File: src/ufd_pkg.sv
/*
 Package for the serial FIFO control shadow and function disable register slice.
 Assumes an APB slave with 32-bit data, one aligned word per register.
*/
`default_nettype none
package ufd_pkg;
	// Register indices as printed; byte address is four times the index
	localparam logic [7:0]  UFD_IDX_SER1_SHADOW  = 8'h20;
	localparam logic [7:0]  UFD_IDX_SER2_SHADOW  = 8'h21;
	localparam logic [7:0]  UFD_IDX_DISABLE      = 8'h22;
	localparam logic [11:0] UFD_ADDR_SER1_SHADOW = 12'h080;
	localparam logic [11:0] UFD_ADDR_SER2_SHADOW = 12'h084;
	localparam logic [11:0] UFD_ADDR_DISABLE     = 12'h088;

	// Shadow field positions
	localparam int UFD_FCR_FIFO_EN  = 0;
	localparam int UFD_FCR_RX_CLR   = 1;
	localparam int UFD_FCR_TX_CLR   = 2;
	localparam int UFD_FCR_DMA_MODE = 3;
	localparam int UFD_FCR_TRIG_LO  = 6;
	localparam int UFD_FCR_TRIG_HI  = 7;

	// Disable register field positions
	localparam int UFD_DIS_WP      = 0;
	localparam int UFD_DIS_FLOPPY  = 3;
	localparam int UFD_DIS_MIDI    = 4;
	localparam int UFD_DIS_SER2    = 5;
	localparam int UFD_DIS_SER1    = 6;
	localparam int UFD_DIS_PAR     = 7;
	localparam logic [7:0] UFD_DIS_WMASK = 8'hF9;

	localparam logic [7:0] UFD_DIS_RESET    = 8'h00;
	localparam logic [7:0] UFD_SHADOW_RESET = 8'h00;
	localparam logic [1:0] UFD_LOCK_ALTFN   = 2'h1;

	// Pin synchroniser: depth, lanes, lane positions and the levels held in reset
	localparam int         UFD_SYNC_STAGES  = 2;
	localparam int         UFD_SYNC_PINS    = 4;
	localparam int         UFD_PIN_DS0      = 3;
	localparam int         UFD_PIN_DS1      = 2;
	localparam int         UFD_PIN_WP       = 1;
	localparam int         UFD_PIN_LOCK     = 0;
	// Floppy pins idle high; the lock pin reads as unlocked until it is sampled
	localparam logic [3:0] UFD_SYNC_RESET   = 4'hE;

	typedef struct packed {
		logic floppy;
		logic midi;
		logic ser_one;
		logic ser_two;
		logic parallel;
	} ufd_func_type;

	typedef struct packed {
		logic       valid;
		logic [7:0] data;
	} ufd_fcr_wr_type;
endpackage
`default_nettype wire

File: src/ufd_regs.sv
/*
 Serial FIFO control shadows and function disable override, APB slave.
 Assumes the serial cores pulse a strobe with the FIFO control byte on each write,
 the lock pin and floppy pins are asynchronous, and presetn is the standby power-on reset.
*/
// The APB register port was decided locally.
`timescale 1ns/1ns
`default_nettype none
// Operation
// RL1: Word 20 reads back the FIFO control value last written to serial port one.
// RL2: Word 21 reads back the FIFO control value last written to serial port two.
// RL3: Shadows keep enable, rx clear, tx clear, DMA mode, bits 5:4 and trigger in bits 7:6.
// RL4: Disable bits 7:3 at zero leave each function to its activate bit, at one disable it.
// RL5: Bit 3 disables the floppy controller.
// RL6: Bit 4 disables the MIDI serial interface.
// RL7: Bit 5 disables serial port two.
// RL8: Bit 6 disables serial port one.
// RL9: Bit 7 disables the parallel port.
// RL10: Bit 0 forces floppy write protect over the pin and the forced protect bit.
// RL11: Write protect to the core is ds0 and force, or ds1 and force, or pin, or bit 0.
// RL12: The force term is bit 0 of logical device 0 register F1, given as an input.
// RL13: Bits 2:1 of the disable register read as zero.
// RL14: The disable register is read-only when the lock field is 01 and the pin is 1.
module ufd_regs
	import ufd_pkg::*;
#(
	// Flip-flops between each pin and the logic that reads it
	parameter int SYNC_STAGES = UFD_SYNC_STAGES
)
(
	// APB
	input  wire logic        pclk,
	input  wire logic        presetn,
	input  wire logic        psel,
	input  wire logic        penable,
	input  wire logic        pwrite,
	input  wire logic [11:0] paddr,
	input  wire logic [31:0] pwdata,
	input  wire logic [3:0]  pstrb,
	output logic [31:0]      prdata,
	output logic             pready,
	output logic             pslverr,
	// Serial FIFO control writes
	input  wire logic        ser1_fcr_wr,
	input  wire logic [7:0]  ser1_fcr_data,
	input  wire logic        ser2_fcr_wr,
	input  wire logic [7:0]  ser2_fcr_data,
	// Activate bits from the configuration registers
	input  wire ufd_func_type activate,
	output ufd_func_type     active_q,
	// Floppy write protect
	input  wire logic        force_write_protect,
	input  wire logic        drive_select_zero_n,
	input  wire logic        drive_select_one_n,
	input  wire logic        write_protect_n,
	output logic             core_write_protect_n_q,
	// Lock pin and its alternate-function field
	input  wire logic        disable_lock_gpio,
	input  wire logic [1:0]  lock_altfn_sel,
	output logic             disable_locked_q
);
	// Shadow values and the disable register
	logic [7:0]               ser1_q;
	logic [7:0]               ser2_q;
	logic [7:0]               dis_q;
	logic [7:0]               dis_d;
	ufd_fcr_wr_type           wr1;
	ufd_fcr_wr_type           wr2;

	// Raw and synchronised pin lanes
	logic [UFD_SYNC_PINS-1:0] pin_raw;
	logic [UFD_SYNC_PINS-1:0] pin_s;
	logic                     pin_ds0_n;
	logic                     pin_ds1_n;
	logic                     pin_wp_n;
	logic                     pin_lock;

	// Bus decode
	logic                     setup;
	logic                     access;
	logic                     hit_ser1;
	logic                     hit_ser2;
	logic                     hit_dis;
	logic                     mapped;
	logic                     bad;
	logic                     locked;
	logic                     dis_we;
	logic [7:0]               rd_byte;
	logic [31:0]              rd_word;

	// Next values of the registered outputs
	logic                     pready_d;
	logic                     pslverr_d;
	logic [31:0]              prdata_d;
	ufd_func_type             active_d;
	logic                     wp_d;

	// Fewer than two stages would let a metastable level reach the decode
	if (SYNC_STAGES < 2) begin : g_depth_check
		$error("Synchroniser depth must be at least two");
	end

	// Word decode shared by the read mux, the error check and the write enable
	function automatic logic addr_is(input logic [11:0] addr, input logic [11:0] word);
		return addr == word;
	endfunction

	// Override bits gathered in the order of the function struct
	function automatic ufd_func_type disable_map(input logic [7:0] dis);
		ufd_func_type m;
		m.floppy   = dis[UFD_DIS_FLOPPY]; // RL5
		m.midi     = dis[UFD_DIS_MIDI];   // RL6
		m.ser_one  = dis[UFD_DIS_SER1];   // RL8
		m.ser_two  = dis[UFD_DIS_SER2];   // RL7
		m.parallel = dis[UFD_DIS_PAR];    // RL9
		return m;
	endfunction

	// Strobes come from logic on pclk, so no synchroniser
	assign wr1 = {ser1_fcr_wr, ser1_fcr_data};
	assign wr2 = {ser2_fcr_wr, ser2_fcr_data};

	ufd_shadow u_ser1 (
		.pclk    (pclk),
		.presetn (presetn),
		.wr      (wr1),
		.value_q (ser1_q) // RL1 RL3
	);

	ufd_shadow u_ser2 (
		.pclk    (pclk),
		.presetn (presetn),
		.wr      (wr2),
		.value_q (ser2_q) // RL2 RL3
	);

	// Pin lanes: ds0, ds1, write protect, lock pin
	assign pin_raw = {drive_select_zero_n, drive_select_one_n,
		write_protect_n, disable_lock_gpio};

	// Each stage reads only the stage before it
	genvar st;
	generate
		for (st = 0; st < SYNC_STAGES; st = st + 1) begin : g_sync
			logic [UFD_SYNC_PINS-1:0] q;
			wire  [UFD_SYNC_PINS-1:0] d;

			if (st == 0) begin : g_src
				assign d = pin_raw;
			end else begin : g_src
				assign d = g_sync[st-1].q;
			end

			always_ff @(posedge pclk or negedge presetn) begin
				if (!presetn)
					q <= UFD_SYNC_RESET;
				else
					q <= d;
			end
		end
	endgenerate

	assign pin_s     = g_sync[SYNC_STAGES-1].q;
	assign pin_ds0_n = pin_s[UFD_PIN_DS0];
	assign pin_ds1_n = pin_s[UFD_PIN_DS1];
	assign pin_wp_n  = pin_s[UFD_PIN_WP];
	assign pin_lock  = pin_s[UFD_PIN_LOCK];

	// Lock acts on the synchronised pin at once; the status output lags one edge
	assign locked = (lock_altfn_sel == UFD_LOCK_ALTFN) && pin_lock; // RL14

	// Bus phases
	assign setup  = psel && !penable;
	assign access = psel && penable;

	// Address decode
	assign hit_ser1 = addr_is(paddr, UFD_ADDR_SER1_SHADOW); // RL1
	assign hit_ser2 = addr_is(paddr, UFD_ADDR_SER2_SHADOW); // RL2
	assign hit_dis  = addr_is(paddr, UFD_ADDR_DISABLE);
	assign mapped   = hit_ser1 || hit_ser2 || hit_dis;

	// Shadows are read-only; writing them or an unmapped word is an error
	assign bad = !mapped || (pwrite && !hit_dis);

	// A locked write is dropped without an error so the host sees no fault
	assign dis_we = access && pwrite && hit_dis && pstrb[0] && !locked; // RL14

	// Reserved bits never reach the register, so they read back as zero
	assign dis_d = dis_we ? (pwdata[7:0] & UFD_DIS_WMASK) : dis_q; // RL13

	// Read mux
	assign rd_byte = hit_ser1 ? ser1_q :
		(hit_ser2 ? ser2_q :
		(hit_dis ? dis_q : 8'h00)); // RL1 RL2
	assign rd_word = {24'h00_0000, rd_byte};

	// Answer is prepared in the setup cycle, so the access cycle needs no wait
	assign pready_d  = setup;
	assign pslverr_d = setup && bad;
	assign prdata_d  = (setup && !pwrite) ? rd_word : 32'h0000_0000;

	// A set override wins over the activate bit
	assign active_d = activate & ~disable_map(dis_q); // RL4

	// Equation kept with the levels as named, active-low pin levels used directly
	assign wp_d = (pin_ds0_n && force_write_protect) // RL11 RL12
		|| (pin_ds1_n && force_write_protect)
		|| pin_wp_n
		|| dis_q[UFD_DIS_WP]; // RL10

	// Disable register
	always_ff @(posedge pclk or negedge presetn) begin
		if (!presetn)
			dis_q <= UFD_DIS_RESET; // RL14
		else
			dis_q <= dis_d;
	end

	// Ready pulse
	always_ff @(posedge pclk or negedge presetn) begin
		if (!presetn)
			pready <= 1'b0;
		else
			pready <= pready_d;
	end

	// Error response
	always_ff @(posedge pclk or negedge presetn) begin
		if (!presetn)
			pslverr <= 1'b0;
		else
			pslverr <= pslverr_d;
	end

	// Read data, zero outside read answers
	always_ff @(posedge pclk or negedge presetn) begin
		if (!presetn)
			prdata <= 32'h0000_0000;
		else
			prdata <= prdata_d;
	end

	// Gated function enables
	always_ff @(posedge pclk or negedge presetn) begin
		if (!presetn)
			active_q <= '0;
		else
			active_q <= active_d;
	end

	// Write protect to the floppy core
	always_ff @(posedge pclk or negedge presetn) begin
		if (!presetn)
			core_write_protect_n_q <= 1'b0;
		else
			core_write_protect_n_q <= wp_d;
	end

	// Lock status
	always_ff @(posedge pclk or negedge presetn) begin
		if (!presetn)
			disable_locked_q <= 1'b0;
		else
			disable_locked_q <= locked;
	end
endmodule
`default_nettype wire

File: src/ufd_shadow.sv
/*
 Byte shadow register: holds the last FIFO control value written to one serial port.
 Assumes the write strobe is on pclk and lasts one cycle per write.
*/
`timescale 1ns/1ns
`default_nettype none
module ufd_shadow
	import ufd_pkg::*;
(
	// Clock and reset
	input  wire logic           pclk,
	input  wire logic           presetn,
	// Captured write
	input  wire ufd_fcr_wr_type wr,
	output logic [7:0]          value_q
);
	always_ff @(posedge pclk or negedge presetn) begin
		if (!presetn)
			value_q <= UFD_SHADOW_RESET;
		else if (wr.valid)
			value_q <= wr.data;
	end
endmodule
`default_nettype wire
File: config.mk
export PLATFORM = sky130hd
export DESIGN_NAME = ufd_regs
export DESIGN_NICKNAME = d
export VERILOG_FILES = /design/src/ufd_pkg.sv /design/src/ufd_regs.sv /design/src/ufd_shadow.sv
export SDC_FILE = /design/constraint.sdc
export NUM_CORES = 1
export LEC_CHECK = 0
export BUFFER_PORTS_ARGS = -buffer_cell sky130_fd_sc_hd__buf_2
export CAP_MARGIN = 5
export CORE_ASPECT_RATIO = 0.7
export CORE_MARGIN = 8
export CORE_UTILIZATION = 25
export CTS_BUF_LIST = sky130_fd_sc_hd__clkbuf_4 sky130_fd_sc_hd__clkbuf_8
export DETAILED_ROUTE_END_ITERATION = 10
export GPL_TIMING_DRIVEN = 0
export PLACE_DENSITY = 0.48
export SYNTH_ARGS = -nofsm -noshare
export SYNTH_HDL_FRONTEND = slang
export SYNTH_SLANG_ARGS = --single-unit
File: constraint.sdc
create_clock -name pclk -period 1.6 [get_ports pclk]
set_input_delay 0.16 -clock pclk [delete_from_list [all_inputs] [get_ports pclk]]
set_output_delay 0.16 -clock pclk [all_outputs]
set_load 0.1 [all_outputs]
==> flow_summary_export.csv <==
group,metric,value,unit
routing,wl_per_cell,13.9,um
floorplan,dieArea,11200,um2
power,p_sw,0.856,mW
global_routing,grtUsageTotal,0.0921,
critical_path,worst-path-stages,6,
timing,drv_slew,0,
power,pwr-share-clk,0.327,
timing,whs,0.0301,ns
synthesis,ys_seq_area_frac,0.591,
power,power,2.76,mW
outcome,status,"finished, final reports clean",
power,pwr-share-comb,0.210,
routing,drtPass1Iterations,4,
floorplan,die_w,123,um
routing,avgViaCountPerCell,3.78,
critical_path,r2r_slack,0.19,ns
critical_path,required,1.78,ns
critical_path,cp_cell_sequence,"buf_2, nor4_4, nand3_1, or3_1, buf_6, mux2_4",
clocking,cts_tree,"built",
layout,seq_area,1180,um2
timing,clock_skew,0.0142,ns
critical_path,cp_max_fo,6,
placed_design,place_ws,-0.168,ns
floorplan,core,7840,um2
clocking,h-tree-depth,2,
critical_path,worst-setup-path-type,"in2reg",
routing,drc,0,
placed_design,portBuffers,69,
floorplan,die_h,90.9,um
power,power_frac_seq,0.463,
layout,layout-drive-gt1-share,0.492,
clocking,postCtsSetupBuffers,0,
power,netSwitchingFraction,0.310,
layout,final_common_cell,"buf_2",
synthesis,yosysUniqueCellTypes,26,
global_routing,grt_max_degree,48,
layout,design_area,2720,um2
clocking,cts_resized,0,
timing,fmax,0.685,GHz
timing,max_slew_margin,0.303,
power,p_per_area,1010,nW/um2
clocking,clk_path_buf_depth,2,
synthesis,syn-cell-area,2000,um2
synthesis,synth-seq-cells,47,
clocking,postCtsHoldBufs,4,
layout,area_growth_syn_to_layout,35.7,%
power,vdd_drop_max,0.369,mV
placed_design,place_congestion,0.689,
critical_path,critPathArrivalTime,1.64,ns
layout,final_cell_mix,"buf_2 (69), dfrtp_1 (41), buf_4 (24), conb_1 (24), nand2_1 (14)",
critical_path,cp_slowest_cell,"or3_1",
clocking,clk_pin_slew_worst_paths,0.10,ns
min_path,min_path_type,"in2async",
floorplan,rows,27,
critical_path,cp_top_family,"simple AND/OR/NAND/NOR gates",
layout,nFillCells,809,
run,max_cap_violations,0,
timing,setup_slack,0.141,ns
layout,nNetsFinal,346,
power,internal-power,1.90,mW
timing,setup_viol,0,
timing,hold_viol_final,0,
critical_path,worst_setup_path_start_kind,"input port",
placed_design,dp_hpwl,4.02,mm
synthesis,syn_inst,160,
timing,final.period_utilization,0.912,
routing,drt_iter0_markers,80,
routing,drt-total-wl,5.06,mm
floorplan,initial_core_util,0.256,
timing,setup_tns,0,ns
critical_path,max_stage_delay,0.41,ns
global_routing,grt_pass1_vias,1508,
power,leakage,1.40,nW
global_routing,grt-ovfl-total,0,
synthesis,synth_warnings,0,
critical_path,reg2reg_depth,5,
critical_path,critical_path.endpoint_type,"flop",
routing,vias,1379,
clocking,numCtsBuffers,5,
global_routing,antenna_found_initial,0,
critical_path,critPathBufInv,2,
routing,ant_nets,0,
placed_design,placed_cell_area,2560,um2
timing,tightest_slew,1.05,ns
layout,diodes,0,
floorplan,pin_count,124,
clocking,clockRootBuffer,"clkbuf_8",
global_routing,grt_pass1_wl,7.98,mm
timing,period_minus_slack,1.46,ns
layout,multi_input_area,671,um2
clocking,clock_latency,0.30,ns
timing,rsz0062_at_grt,"false",
synthesis,synth_area_per_cell,12.5,um2
clocking,clkSinkCount,47,
[per-layer routing]
metal	global-route usage	vias up	wire length, um
met5	0	-	0
met1	0.125	626	2350
met3	0.0337	6	385
met2	0.135	48	2280
li1	-	699	-
met4	0.0240	0	49
[power groups by stage]
stage               logic, mW  registers (mW)  clock network [mW]
floorplan               0.361            1.38                   0
finish                  0.580            1.28               0.903
CTS                     0.582            1.28               0.940
global route            0.615            1.28               0.992
global placement        0.569            1.30                   0
detailed placement      0.574            1.30                   0
[cell usage after synthesis]
cell / n / area share
a221oi_1: 6 / 0.026
and3_2: 3 / 0.011
buf_4: 24 / 0.090
buf_6: 1 / 0.0056
clkbuf_1: 5 / 0.0094
conb_1: 1 / 0.0019
dfrtp_1: 41 / 0.51
dfstp_2: 6 / 0.079
inv_1: 7 / 0.013
mux2_2: 10 / 0.056
mux2_4: 6 / 0.045
mux2i_1: 2 / 0.010
nand2_1: 14 / 0.026
nand2b_1: 1 / 0.0031
nand3_1: 2 / 0.0050
nand4_1: 1 / 0.0031
nor2_1: 2 / 0.0037
nor2b_1: 6 / 0.019
nor3_1: 3 / 0.0075
nor4_1: 1 / 0.0031
nor4_4: 1 / 0.011
nor4b_2: 1 / 0.0075
nor4b_4: 1 / 0.012
o211a_1: 1 / 0.0050
o21ai_0: 13 / 0.032
or3_1: 1 / 0.0031
[flip-flops by register name, summed over array words and instances, names as in the netlist, 5 cells and up]
register,cells
u_ser1.value_q,8
u_ser2.value_q,8
dis_q,6
prdata,8
active_q,5
g_sync.q,8
[stage by stage]
step | util | std cells
floorplan | - | 183
global placement | 0.327 | 353
detailed placement | 0.327 | 353
CTS | 0.347 | 365
global route | 0.347 | 365
finish | 0.347 | 365
[path summary, 6_finish.rpt]
path / startpoint / endpoint
min in group pclk: lock_altfn_sel[1] / disable_locked_q
hold reg to reg: g_sync[0].q[0] / g_sync[1].q[0]
setup reg to reg: g_sync[1].q[0] / dis_q[0]
setup / recovery: paddr[11] / dis_q[0]
max in group asynchronous: presetn / u_ser1.value_q[5]
hold / removal: presetn / active_q[2]
[cells by family (layout without fill, tap and decap cells)]
kind of cell | after synthesis | count (layout) | synth area share
other cells | 1 | 24 | 0.00187
compound gates | 20 | 20 | 0.0637
buf+inv | 37 | 118 | 0.118
simple gates | 37 | 37 | 0.115
flops | 47 | 47 | 0.591
mux | 18 | 18 | 0.111
[final cells by class]
| cell class | instances | share of cell area |
|---|---|---|
| sequential | 47 | 0.435 |
| tap | 101 | 0.0465 |
| inverter | 7 | 0.00966 |
| timing repair buffer | 73 | 0.142 |
| clock inverter | 2 | 0.0129 |
| buffer | 30 | 0.0773 |
| clock buffer | 6 | 0.0304 |
| multi-input combinational | 99 | 0.247 |
[worst register-to-register path, stage by stage, from the launching register on]
cell	delay [ns]
dfrtp_1	0.37
nand2_1	0.06
nor2_1	0.06
or3_1	0.36
buf_6	0.15
mux2_4	0.29
Power figures use the tool's default switching activity.
